File: src/inc/rdc_consts.svh
`ifndef RDC_CONSTS_SVH
`define RDC_CONSTS_SVH

// Timing figures and the system clock rate.
`define RDC_CLK_MHZ 25
`define RDC_PG_DELAY_US 500
`define RDC_HOLD_US 10

// Four-level strap codes.
`define RDC_LVL_0 2'h0
`define RDC_LVL_R 2'h1
`define RDC_LVL_F 2'h2
`define RDC_LVL_1 2'h3

// Target address bits 7..3 for each level of the shared gain/address strap.
`define RDC_ADDR_L0 5'h11
`define RDC_ADDR_LR 5'h08
`define RDC_ADDR_LF 5'h04
`define RDC_ADDR_L1 5'h03

// Register offsets.
`define RDC_OFF_GEN 8'h0A
`define RDC_OFF_EQ01 8'h10
`define RDC_OFF_EQ23 8'h11
`define RDC_OFF_MON 8'h12
`define RDC_OFF_EVT 8'h20

// Register fields and reset values.
`define RDC_GEN_RST 8'h01
`define RDC_GEN_WMASK 8'hBF
`define RDC_GEN_OVR 4
`define RDC_LINK_ON 2'h2
`define RDC_MON_DIS 0
`define RDC_MON_DONE 7
`define RDC_EVT_SW 0
`define RDC_EVT_RD 1
`define RDC_BYTE_BITS 4'h8

`endif

File: src/inc/rdc_pkg.sv
package rdc_pkg;

  typedef logic [1:0] rdc_lvl_t;

  typedef enum logic [2:0] {
    RDC_IDLE = 3'h0,
    RDC_ADDR = 3'h1,
    RDC_RXD = 3'h2,
    RDC_ACK = 3'h3,
    RDC_TXD = 3'h4,
    RDC_MACK = 3'h5
  } rdc_i2c_e;

endpackage : rdc_pkg

File: src/hdl/rdc_i2c_target.sv
`timescale 1ns/100ps
`include "rdc_consts.svh"
module rdc_i2c_target
  import rdc_pkg::*;
(
  input wire logic clk_sys,
  input wire logic arst_n,
  input wire logic enable,
  input wire logic [6:0] devAddr,
  input wire logic sclIn,
  input wire logic sdaIn,
  input wire logic [7:0] txData,
  output logic sdaOe,
  output logic rxValid,
  output logic rxFirst,
  output logic [7:0] rxByte,
  output logic txTake
);

  logic [1:0] sclSy_r, sdaSy_r;
  logic sclD_r, sdaD_r;
  rdc_i2c_e st_r;
  logic [3:0] cnt_r;
  logic [7:0] sh_r;
  logic readMode_r, first_r, sdaOe_r, rxValid_r, rxFirst_r, txTake_r;
  logic [7:0] rxByte_r;

  wire sclS = sclSy_r[1];
  wire sdaS = sdaSy_r[1];
  wire sclRise = sclS & ~sclD_r;
  wire sclFall = ~sclS & sclD_r;
  wire startCond = sclS & sclD_r & sdaD_r & ~sdaS;
  wire stopCond = sclS & sclD_r & ~sdaD_r & sdaS;
  wire byteDone = sclFall & (cnt_r == `RDC_BYTE_BITS);
  wire addrHit = (sh_r[7:1] == devAddr);

  always_ff @(posedge clk_sys or negedge arst_n) begin
    if (!arst_n) begin
      sclSy_r <= 2'h3;
      sdaSy_r <= 2'h3;
      sclD_r <= 1'b1;
      sdaD_r <= 1'b1;
    end else begin
      sclSy_r <= {sclSy_r[0], sclIn};
      sdaSy_r <= {sdaSy_r[0], sdaIn};
      sclD_r <= sclS;
      sdaD_r <= sdaS;
    end
  end

  // A start or stop anywhere restarts the engine; bits move on SCL edges.
  always_ff @(posedge clk_sys or negedge arst_n) begin
    if (!arst_n) begin
      st_r <= RDC_IDLE;
      cnt_r <= 4'h0;
      sh_r <= 8'h00;
      readMode_r <= 1'b0;
      first_r <= 1'b0;
      sdaOe_r <= 1'b0;
      rxValid_r <= 1'b0;
      rxFirst_r <= 1'b0;
      rxByte_r <= 8'h00;
      txTake_r <= 1'b0;
    end else begin
      rxValid_r <= 1'b0;
      txTake_r <= 1'b0;
      if (!enable || stopCond) begin
        st_r <= RDC_IDLE;
        sdaOe_r <= 1'b0;
      end else if (startCond) begin
        st_r <= RDC_ADDR;
        cnt_r <= 4'h0;
        sdaOe_r <= 1'b0;
      end else begin
        unique case (st_r)
          RDC_IDLE: begin
          end
          RDC_ADDR, RDC_RXD: begin
            if (sclRise) begin
              sh_r <= {sh_r[6:0], sdaS};
              cnt_r <= cnt_r + 4'h1;
            end else if (byteDone && st_r == RDC_ADDR) begin
              st_r <= addrHit ? RDC_ACK : RDC_IDLE;
              sdaOe_r <= addrHit;
              readMode_r <= sh_r[0];
              first_r <= 1'b1;
            end else if (byteDone) begin
              st_r <= RDC_ACK;
              sdaOe_r <= 1'b1;
              rxValid_r <= 1'b1;
              rxFirst_r <= first_r;
              rxByte_r <= sh_r;
              first_r <= 1'b0;
            end
          end
          RDC_ACK: begin
            if (sclFall) begin
              cnt_r <= 4'h0;
              st_r <= readMode_r ? RDC_TXD : RDC_RXD;
              sh_r <= txData;
              sdaOe_r <= readMode_r & ~txData[7];
              txTake_r <= readMode_r;
            end
          end
          RDC_TXD: begin
            if (sclRise) begin
              cnt_r <= cnt_r + 4'h1;
            end else if (byteDone) begin
              st_r <= RDC_MACK;
              sdaOe_r <= 1'b0;
            end else if (sclFall) begin
              sh_r <= {sh_r[6:0], 1'b0};
              sdaOe_r <= ~sh_r[6];
            end
          end
          RDC_MACK: begin
            if (sclRise) begin
              st_r <= sdaS ? RDC_IDLE : RDC_ACK;
            end
          end
          default: begin
            st_r <= RDC_IDLE;
          end
        endcase
      end
    end
  end

  assign sdaOe = sdaOe_r;
  assign rxValid = rxValid_r;
  assign rxFirst = rxFirst_r;
  assign rxByte = rxByte_r;
  assign txTake = txTake_r;
endmodule : rdc_i2c_target

File: src/hdl/rdc_config_top.sv
`timescale 1ns/100ps
`include "rdc_consts.svh"
// How it works
// - Mode strap at level zero: link and monitoring follow the two control pins.
// - Any other mode level: I2C mode; gain, link and monitoring come from registers, link and monitoring ignore their pins.
// - Pin mode gain index is four times high strap code plus low strap code.
// - In I2C mode each lane takes its own four-bit gain field.
// - Power-good rises at least the power-good delay after supply reaches minimum.
// - Straps latch at power-good rise; pull resistors drop after the hold time.
// - Target address: high strap gives bits 7..3, low strap bits 2..1.
// - Write starts with start and address with write bit; address is acknowledged.
// - One offset byte follows the address and is acknowledged.
// - Any number of data bytes follow, each acknowledged; a stop ends it.
// - Reads start at the last set offset or one past the last read; each written data byte also advances the pointer.
// - On controller acknowledge the next register is sent; stop ends the read.
// - Address plus offset then stop only moves the read pointer.
// - Set-class bits set on a written one; written zeros do nothing.
// - Clear-class bits clear on a written one; update bits change by hardware.
// - Override clear: lane fields mirror straps; set: written fields drive the lanes.
module rdc_config_top
  import rdc_pkg::*;
#(
  parameter int PG_CYCLES = `RDC_PG_DELAY_US * `RDC_CLK_MHZ
) (
  input wire logic clk_sys,
  input wire logic arst_n,
  input wire logic supplyOk,
  input wire logic [1:0] modeStrap,
  input wire logic [1:0] gainStrapHigh,
  input wire logic [1:0] gainStrapLowAddrHigh,
  input wire logic [1:0] targetAddrStrapLow,
  input wire logic linkEnablePin,
  input wire logic monitorDisablePin,
  input wire logic sclIn,
  input wire logic sdaIn,
  output logic sdaOut,
  output logic sdaOe,
  output logic powerGood,
  output logic pullEnable,
  output logic i2cMode,
  output logic linkEnable,
  output logic monitorOn,
  output logic [3:0] laneGain0,
  output logic [3:0] laneGain1,
  output logic [3:0] laneGain2,
  output logic [3:0] laneGain3
);

  localparam int HOLD_CYCLES = `RDC_HOLD_US * `RDC_CLK_MHZ;
  localparam int PGW = $clog2(PG_CYCLES + 1);
  localparam int HW = $clog2(HOLD_CYCLES + 1);

  logic [7:0] strapSy1_r, strapSy2_r;
  logic [2:0] pinSy1_r, pinSy2_r;
  logic [PGW-1:0] pgCnt_r;
  logic [HW-1:0] holdCnt_r;
  logic powerGood_r, pullEnable_r;
  rdc_lvl_t modeLvl_r, hiLvl_r, loLvl_r, aLoLvl_r;
  logic [7:0] gen_r, mon_r, subPtr_r;
  logic [1:0] evt_r;
  logic [3:0] laneField_r [4];
  logic [3:0] laneGain_r [4];
  logic i2cMode_r, linkEnable_r, monitorOn_r, sdaOut_r;
  logic rxValid, rxFirst, txTake;
  logic [7:0] rxByte;

  always_ff @(posedge clk_sys or negedge arst_n) begin
    if (!arst_n) begin
      strapSy1_r <= 8'h00;
      strapSy2_r <= 8'h00;
      pinSy1_r <= 3'h0;
      pinSy2_r <= 3'h0;
    end else begin
      strapSy1_r <= {modeStrap, gainStrapHigh, gainStrapLowAddrHigh, targetAddrStrapLow};
      strapSy2_r <= strapSy1_r;
      pinSy1_r <= {monitorDisablePin, linkEnablePin, supplyOk};
      pinSy2_r <= pinSy1_r;
    end
  end

  wire supplyS = pinSy2_r[0];
  wire linkPinS = pinSy2_r[1];
  wire monDisS = pinSy2_r[2];
  wire pgSet = supplyS & ~powerGood_r & (pgCnt_r == PGW'(PG_CYCLES - 1));

  // Power-good delay counter; losing the supply starts the sequence over.
  always_ff @(posedge clk_sys or negedge arst_n) begin
    if (!arst_n) begin
      pgCnt_r <= '0;
      powerGood_r <= 1'b0;
    end else if (!supplyS) begin
      pgCnt_r <= '0;
      powerGood_r <= 1'b0;
    end else if (pgSet) begin
      powerGood_r <= 1'b1;
    end else if (!powerGood_r) begin
      pgCnt_r <= pgCnt_r + 1'b1;
    end
  end

  always_ff @(posedge clk_sys or negedge arst_n) begin
    if (!arst_n) begin
      modeLvl_r <= `RDC_LVL_0;
      hiLvl_r <= `RDC_LVL_0;
      loLvl_r <= `RDC_LVL_0;
      aLoLvl_r <= `RDC_LVL_0;
    end else if (pgSet) begin
      {modeLvl_r, hiLvl_r, loLvl_r, aLoLvl_r} <= strapSy2_r;
    end
  end

  // Pulls stay on until the strap hold time after power-good has passed.
  always_ff @(posedge clk_sys or negedge arst_n) begin
    if (!arst_n) begin
      holdCnt_r <= '0;
      pullEnable_r <= 1'b1;
    end else if (!supplyS) begin
      holdCnt_r <= '0;
      pullEnable_r <= 1'b1;
    end else if (powerGood_r && pullEnable_r) begin
      if (holdCnt_r == HW'(HOLD_CYCLES - 1)) begin
        pullEnable_r <= 1'b0;
      end else begin
        holdCnt_r <= holdCnt_r + 1'b1;
      end
    end
  end

  wire modeI2c = powerGood_r & (modeLvl_r != `RDC_LVL_0);
  wire [3:0] eqStrap = {hiLvl_r, loLvl_r};
  wire [4:0] addrHi = (loLvl_r == `RDC_LVL_0) ? `RDC_ADDR_L0 :
                      (loLvl_r == `RDC_LVL_R) ? `RDC_ADDR_LR :
                      (loLvl_r == `RDC_LVL_F) ? `RDC_ADDR_LF : `RDC_ADDR_L1;
  wire [6:0] devAddr = {addrHi, aLoLvl_r};
  wire override = gen_r[`RDC_GEN_OVR];
  wire wrEn = rxValid & ~rxFirst;
  wire genWr = wrEn & (subPtr_r == `RDC_OFF_GEN);
  wire eq01Wr = wrEn & (subPtr_r == `RDC_OFF_EQ01);
  wire eq23Wr = wrEn & (subPtr_r == `RDC_OFF_EQ23);
  wire monWr = wrEn & (subPtr_r == `RDC_OFF_MON);
  wire evtWr = wrEn & (subPtr_r == `RDC_OFF_EVT);
  wire [1:0] evt_nxt = {txTake | (evt_r[`RDC_EVT_RD] & ~(evtWr & rxByte[`RDC_EVT_RD])),
                        evt_r[`RDC_EVT_SW] | (evtWr & rxByte[`RDC_EVT_SW])};
  wire [7:0] monRead = {~pullEnable_r, mon_r[6:0]};
  wire [7:0] rdData = (subPtr_r == `RDC_OFF_GEN) ? gen_r :
                      (subPtr_r == `RDC_OFF_EQ01) ? {laneField_r[1], laneField_r[0]} :
                      (subPtr_r == `RDC_OFF_EQ23) ? {laneField_r[3], laneField_r[2]} :
                      (subPtr_r == `RDC_OFF_MON) ? monRead :
                      (subPtr_r == `RDC_OFF_EVT) ? {6'h00, evt_r} : 8'h00;

  rdc_i2c_target u_target (
    .clk_sys(clk_sys),
    .arst_n(arst_n),
    .enable(modeI2c),
    .devAddr(devAddr),
    .sclIn(sclIn),
    .sdaIn(sdaIn),
    .txData(rdData),
    .sdaOe(sdaOe),
    .rxValid(rxValid),
    .rxFirst(rxFirst),
    .rxByte(rxByte),
    .txTake(txTake)
  );

  always_ff @(posedge clk_sys or negedge arst_n) begin
    if (!arst_n) begin
      subPtr_r <= 8'h00;
    end else if (rxValid && rxFirst) begin
      subPtr_r <= rxByte;
    end else if (wrEn || txTake) begin
      subPtr_r <= subPtr_r + 8'h01;
    end
  end

  always_ff @(posedge clk_sys or negedge arst_n) begin
    if (!arst_n) begin
      gen_r <= `RDC_GEN_RST;
      mon_r <= 8'h00;
      evt_r <= 2'h0;
    end else begin
      if (genWr) begin
        gen_r <= rxByte & `RDC_GEN_WMASK;
      end
      if (monWr) begin
        mon_r <= rxByte;
      end
      evt_r <= evt_nxt;
    end
  end

  always_ff @(posedge clk_sys or negedge arst_n) begin
    if (!arst_n) begin
      for (int i = 0; i < 4; i++) begin
        laneField_r[i] <= 4'h0;
      end
    end else begin
      for (int i = 0; i < 4; i++) begin
        if (!override) begin
          laneField_r[i] <= eqStrap;
        end else if ((i < 2) ? eq01Wr : eq23Wr) begin
          laneField_r[i] <= i[0] ? rxByte[7:4] : rxByte[3:0];
        end
      end
    end
  end

  always_ff @(posedge clk_sys or negedge arst_n) begin
    if (!arst_n) begin
      i2cMode_r <= 1'b0;
      linkEnable_r <= 1'b0;
      monitorOn_r <= 1'b0;
      sdaOut_r <= 1'b0;
      for (int i = 0; i < 4; i++) begin
        laneGain_r[i] <= 4'h0;
      end
    end else begin
      i2cMode_r <= modeI2c;
      linkEnable_r <= modeI2c ? (gen_r[1:0] == `RDC_LINK_ON) : powerGood_r & linkPinS;
      monitorOn_r <= modeI2c ? ~mon_r[`RDC_MON_DIS] : powerGood_r & ~monDisS;
      sdaOut_r <= 1'b0;
      for (int i = 0; i < 4; i++) begin
        laneGain_r[i] <= modeI2c ? laneField_r[i] : eqStrap;
      end
    end
  end

  assign sdaOut = sdaOut_r;
  assign powerGood = powerGood_r;
  assign pullEnable = pullEnable_r;
  assign i2cMode = i2cMode_r;
  assign linkEnable = linkEnable_r;
  assign monitorOn = monitorOn_r;
  assign laneGain0 = laneGain_r[0];
  assign laneGain1 = laneGain_r[1];
  assign laneGain2 = laneGain_r[2];
  assign laneGain3 = laneGain_r[3];

  logic [15:0] upCnt_r;
  always_ff @(posedge clk_sys or negedge arst_n) begin
    if (!arst_n) begin
      upCnt_r <= 16'h0000;
    end else if (!supplyS) begin
      upCnt_r <= 16'h0000;
    end else if (upCnt_r != 16'hFFFF) begin
      upCnt_r <= upCnt_r + 16'h0001;
    end
  end
endmodule : rdc_config_top

File: config.mk
export PLATFORM = sky130hd
export DESIGN_NAME = rdc_config_top
export DESIGN_NICKNAME = d
export VERILOG_FILES = /design/src/inc/rdc_pkg.sv /design/src/hdl/rdc_i2c_target.sv /design/src/hdl/rdc_config_top.sv
export VERILOG_INCLUDE_DIRS = /design/src /design/src/inc
export SDC_FILE = /design/constraint.sdc
export NUM_CORES = 1
export LEC_CHECK = 0
export BUFFER_PORTS_ARGS = -buffer_cell sky130_fd_sc_hd__buf_2
export CORE_ASPECT_RATIO = 1.5
export CORE_UTILIZATION = 42
export CTS_CLUSTER_DIAMETER = 100
export DETAILED_ROUTE_END_ITERATION = 6
export HOLD_SLACK_MARGIN = 0.15
export SLEW_MARGIN = 25
export SYNTH_ARGS = -nofsm -noshare
export SYNTH_HDL_FRONTEND = slang
export SYNTH_HIERARCHICAL = 1
export SYNTH_SLANG_ARGS = --single-unit
File: constraint.sdc
create_clock -name clk_sys -period 2.2 [get_ports clk_sys]
set_input_delay 0.44 -clock clk_sys [delete_from_list [all_inputs] [get_ports clk_sys]]
set_output_delay 0.44 -clock clk_sys [all_outputs]
set_load 0.01 [all_outputs]
Word level (Yosys, flattened, before mapping) --
Index checks and enable logic that the tools add are counted.
Word-level totals: RAM bits 0, bits in latches 0, bits in registers 148, word-level logic and storage cells 232, memory bits (read-only) 0, memories kept 0, output and inout port bits 23
Operators by class: shifts and indexed selects 0, bitwise logic cells 41, mux-type cells 80, reduce and logical (&&, ||, !) cells 26, $mul 0, eq/ne operators 40, order comparisons 0, $add $sub $neg 4, divide/modulo/power cells 0
Operators with widths (number):
- $mux 8 | 14
- $mux 4 | 16
- $mux 14 | 3
- $mux 3 | 11
- $mux 1 | 28
- $eq 8x5->1 const B | 3
- $pmux 8 s3 | 1
- $and 1x1->1 | 23
- $add 8x1->8 const B | 2
- $ne 2x1->1 const B | 8
- $not 1->1 | 16
- $pmux 3 s5 | 1
- $add 14x1->14 const B | 1
- $eq 14x14->1 const B | 1
- $ne 4x1->1 const B | 3
- $reduce_and 6->1 | 2
- $ne 2x2->1 const B | 5
- $ne 5x1->1 const B | 2
- $reduce_and 5->1 | 2
- $ne 3x1->1 const B | 3
- $eq 8x4->1 const B | 1
- $eq 8x6->1 const B | 1
- $eq 8x8->1 const B | 1
- $ne 4x4->1 const B | 2
- other kinds (27) | 41

Depth between registers and ports, before layout --
word-level depth 12, depth in mapped cells 12, gate-level depth less buffers 10

By module --
The synthesis kept the hierarchy.
Modules (own cells, without submodules):
- rdc_config_top | cells each 472, instances 1, area an instance 5042.3 µm²
- rdc_i2c_target | cells each 176, instances 1, area an instance 2010.7 µm²

Least setup slack after synthesis --
Ideal clock, no wire load.
path kind reg2reg, start point reg powerGood_r (netlist: powerGood), end point reg u_target.rxByte_r[0] (netlist: u_target/rxByte[0]), cell stages (with the launch flop) 9, setup time 0.125 ns, data arrival time 2.162 ns, slack -0.087 ns, clock period less this slack 2.287 ns, cells stage by stage dfrtp_1 clkbuf_1 o21ai_0 clkbuf_1 inv_1 o21ai_2 or3_4 nor2_8 mux2_2
On the way: longest elaborated chain between the ends 5
Ends and longest elaborated chain:
- from (decl) | line rdc_config_top.sv:57 | logic powerGood_r, pullEnable_r;
- from (signal assigned) | line rdc_config_top.sv:90 | powerGood_r <= 1'b0;
- from (signal assigned) | line rdc_config_top.sv:93 | powerGood_r <= 1'b0;
- from (signal assigned) | line rdc_config_top.sv:95 | powerGood_r <= 1'b1;
- $and 1x1->1 | line rdc_config_top.sv:129 | wire modeI2c = powerGood_r & (modeLvl_r != `RDC_LVL_0);
- via modeI2c | line rdc_config_top.sv:129
- $logic_not 1->1 | line rdc_i2c_target.sv:67 | if (!enable || stopCond) begin
- $logic_or 1x1->1 | line rdc_i2c_target.sv:67
- $not 1->1 (no line)
- $reduce_and 6->1 (no line)
- to (signal assigned) | line rdc_i2c_target.sv:92 | rxByte_r <= sh_r;
- to (decl) | line rdc_i2c_target.sv:26 | logic [7:0] rxByte_r;
The timed path passes the listed nets, and every way through them passes these cells. A chain may end at the register's enable or synchronous reset.

Worst setup path in the final report --
start point reg subPtr_r[0], end point reg u_target.sh_r[1]
On the way: longest elaborated chain between the ends 8, elaborated cells between the ends (all ways) 12
Ends and longest elaborated chain:
- from (decl) | line rdc_config_top.sv:59 | logic [7:0] gen_r, mon_r, subPtr_r;
- from (signal assigned) | line rdc_config_top.sv:170 | subPtr_r <= rxByte;
- from (signal assigned) | line rdc_config_top.sv:172 | subPtr_r <= subPtr_r + 8'h01;
- $eq 8x6->1 (no line)
- $mux 2 | line rdc_config_top.sv:149 | (subPtr_r == `RDC_OFF_EVT) ? {6'h00, evt_r} : 8'h00;
- $mux 8 | line rdc_config_top.sv:148 | (subPtr_r == `RDC_OFF_MON) ? monRead :
- $mux 8 | line rdc_config_top.sv:147 | (subPtr_r == `RDC_OFF_EQ23) ? {laneField_r[3], laneField_r[2]} :
- $mux 8 | line rdc_config_top.sv:146 | (subPtr_r == `RDC_OFF_EQ01) ? {laneField_r[1], laneField_r[0]} :
- $mux 8 * | line rdc_config_top.sv:145 | wire [7:0] rdData = (subPtr_r == `RDC_OFF_GEN) ? gen_r :
- via rdData[1] | line rdc_config_top.sv:145
- $mux 8 * | line rdc_i2c_target.sv:97 | if (sclFall) begin
- $pmux 8 s3 * | line rdc_i2c_target.sv:75 | unique case (st_r)
- to (signal assigned) | line rdc_i2c_target.sv:80 | sh_r <= {sh_r[6:0], sdaS};
- to (signal assigned) | line rdc_i2c_target.sv:100 | sh_r <= txData;
- to (signal assigned) | line rdc_i2c_target.sv:112 | sh_r <= {sh_r[6:0], 1'b0};
- to (decl) | line rdc_i2c_target.sv:24 | logic [7:0] sh_r;
The timed path passes the listed nets; every way through them passes the cells marked *. The select of a mux whose other input is x is not followed.

==> out/results.tsv <==
metric	value	unit
crit-path max cell delay	0.34	ns
Worst setup SP type	flop	
Initial Util	43.19	%
die height	160.7	um
DR pass1 iterations	4	
initial antenna violation count	0	
gr ovfl total	0	
final period utilization	96.76	%
first-pass GRT wire length	26970	um
post-synthesis cell count	648	
Leak Pwr	0.004067	uW
Area after DPL	7714	sq um
clock sink total	148	
# port buffers	36	
GRT Util Overall	20.43	%
CP endpoint kind	flop	
via/cell ratio	5.435	
Sw Ratio	23.08	%
Final Hold Fails	0	
H-tree depth	4	
synth top area cells	dfrtp_1 (50%), mux2_2 (7.5%), a21oi_1 (3.3%)	
Post-Syn Area	7053	sq um
CTS buffer count	17	
Die ar.	17330	sq um
Setup Skew	0.008209	ns
IO Count	38	
Worst-Skew Late Latency	0.43	ns
Max Freq	469.8	MHz
Core Rows	57	
critical path arrival	2.44	ns
most common cell in the netlist	dfrtp_1	
vias in the first global route	5389	
outcome	complete, no violations	
area leader, netlist	dfrtp_1	
Synth top area share	49.67	%
Design Area, Final	8542	sq um
max-cap viol count	0	
# setup viols final	0	
Commonest cells post-synth	dfrtp_1 (140), nand2_1 (50), mux2_2 (47), nor2_1 (47), a21oi_1 (46)	
nets@finish	756	
final WL	16230	um
Async S/R FF share, synth	100.0	%
Post-DP HPWL	11610	um
Max clock buf depth	2	
flop2flop setup slack	0.07	ns
NetSw	1409	uW
Ant. Diodes	0	
Logic pwr share	2.6	%
Period minus WS final	2.129	ns
post-synth cell types	82	
clock-pin slew on the worst setup and hold paths	0.07	ns
Post-Syn Nets	676	
Clock Power Share	52.0	%
syn_area_per_cell	10.88	sq um
Seq pwr share	45.4	%
crit path max-delay cell type	dfrtp_1	
area grow syn2layout	21.11	%
EDFF count, synth	0	
layout cell share with drive strength beyond 1	26.32	%
Layout Utilization	52.30	%
CORE AREA	16330	sq um
crit-path most repeated cell	mux2_2	
Max Slew Vio Count	0	
worst hold path type	reg2reg	
internal power	4696	uW
CTS tree	yes	
post-route ant nets	0	
starting DRC count in detailed routing	233	
largest net degree at the start of global routing	54	
top_reg_cell synth	dfrtp_1	
yosys warns	6	
worst-path fanout max	10	
number of remaining DRC errors	0	
via count	5147	
#FFs+latches synth	148	
Req. time, crit path	2.51	ns
worst-margin pin slew	0.5815	ns
Placer Congestion	0.8532	
Wirelength per Cell	17.14	um
peak supply drop	0.4464	mV
CP Class	reg2reg	
PwrDens	714.8	nW/um^2
die width	107.8	um
Max-slew headroom	60.88	%
post-synthesis sequential area ratio	52.65	%
unrepaired setup endpoints after global routing	yes	
Root Buffer	clkbuf_16	
CP cell instances	inv_1 -> ha_1 -> buf_4 -> nor3b_2 -> and3_2 -> a22oi_2 -> o21ai_2 -> mux2_2 -> mux2_2	
## area by class of cell
| cell class | count | area (sq um) |
|---|---|---|
| well taps | 206 | 257.7 |
| flip-flops and latches | 148 | 3714 |
| multi-input cells | 436 | 3097 |
| repair buffers | 92 | 704.4 |
| inverters | 33 | 123.9 |
| clock buffers | 18 | 439.2 |
| clock inverters | 14 | 206.4 |
| fillers | 1436 | 7790 |
## cells by family after synthesis
logic type / synth area share, %
and+or+nand+nor: 15.06
DFF: 52.65
AOI/OAI and AO/OA: 12.68
muxes: 10.06
buffers and inverters: 3.938
xor gates and xnor gates: 3.104
adders and majority gates: 2.448
other: 0.05317
## registers in the layout (all words and copies together), names as in the netlist, 3 cells and up
signal,cells
pinSy1_r,3
holdCnt_r,8
laneField_r,16
u_target/sh_r,8
strapSy2_r,8
subPtr_r,8
laneGain3,4
u_target/st_r,3
laneGain1,4
u_target/rxByte,8
u_target/cnt_r,4
strapSy1_r,8
mon_r,7
gen_r,7
laneGain2,4
pinSy2_r,3
laneGain0,4
pgCnt_r,14
## worst max-delay path: cells and delay by family, from the launching register on
| family | cells | cell delay (ns) |
|---|---|---|
| AOI/OAI and AO/OA | 2 | 0.25 |
| adders and majority gates | 1 | 0.22 |
| buffers and inverters | 2 | 0.25 |
| DFF | 1 | 0.34 |
| muxes | 2 | 0.53 |
| and+or+nand+nor | 2 | 0.42 |
## repair_timing
| action | 4_1_cts | 5_1_grt |
|---|---|---|
| pin swaps | 0 | 1 |
| gates resized for setup | 3 | 8 |
| setup buffers | 0 | 1 |
| hold buffers | 14 | 0 |
| setup endpoints to repair | 3 | 19 |
| hold endpoints to repair | 62 | 0 |
## placed cells by master, fill, tap and decap left out, drive strengths merged, types with 5 or more instances in the layout
master,instances
dfrtp,140
buf,78
nand2,51
nor2,48
mux2,47
a21oi,46
inv,41
o21ai,40
mux2i,18
clkbuf,18
dlygate4sd3,14
nand3,14
nand2b,13
xnor2,13
ha,13
xor2,12
nand4,8
dfstp,8
and3,8
o211ai,7
nor2b,7
nor3b,6
nor3,5
a211oi,5
nor4,5
or3,5
## metal layers
layer  GRT usage (%)  share of wire (%)  wire (um)
met3           3.612                3.1        505
met2           35.75                 53       8525
met5               0                  0          0
met4           9.340                2.8        450
met1           24.05                 42       6749
## final timing paths
check	startpoint	cells after the start	end
hold / removal	pinSy1_r[0]	0	pinSy2_r[0]
setup reg to reg	subPtr_r[0]	9	u_target/sh_r[1]
setup / recovery	subPtr_r[0]	9	u_target/sh_r[1]
min in group asynchronous	arst_n	2	laneGain0[1]
hold reg to reg	pinSy1_r[0]	0	pinSy2_r[0]
max in group asynchronous	arst_n	3	pullEnable
## through the flow
step	power [uW]	setup TNS [ns]	cells	hold slack [ns]	setup slack (ns)
2_1_floorplan	2866	0	648	0.1444	0.01268
3_3_place_gp	2960	0	900	0.3344	0.01624
3_5_place_dp	2966	-0.0005518	900	0.3347	-0.0005518
4_1_cts	6176	0	946	0.3460	0.006929
5_1_grt	6296	-0.02821	947	0.3494	-0.02821
6_report	6105	0	947	0.3442	0.07123
## power by group through the flow
| stage | combinational (uW) | clock, uW | sequential [uW] |
|---|---|---|---|
| 2_1_floorplan | 49.5 | 0 | 2820 |
| 3_3_place_gp | 137 | 0 | 2820 |
| 3_5_place_dp | 141 | 0 | 2820 |
| 4_1_cts | 161 | 3240 | 2770 |
| 5_1_grt | 178 | 3340 | 2780 |
| 6_report | 156 | 3180 | 2770 |
Power figures use the tool's default switching activity.
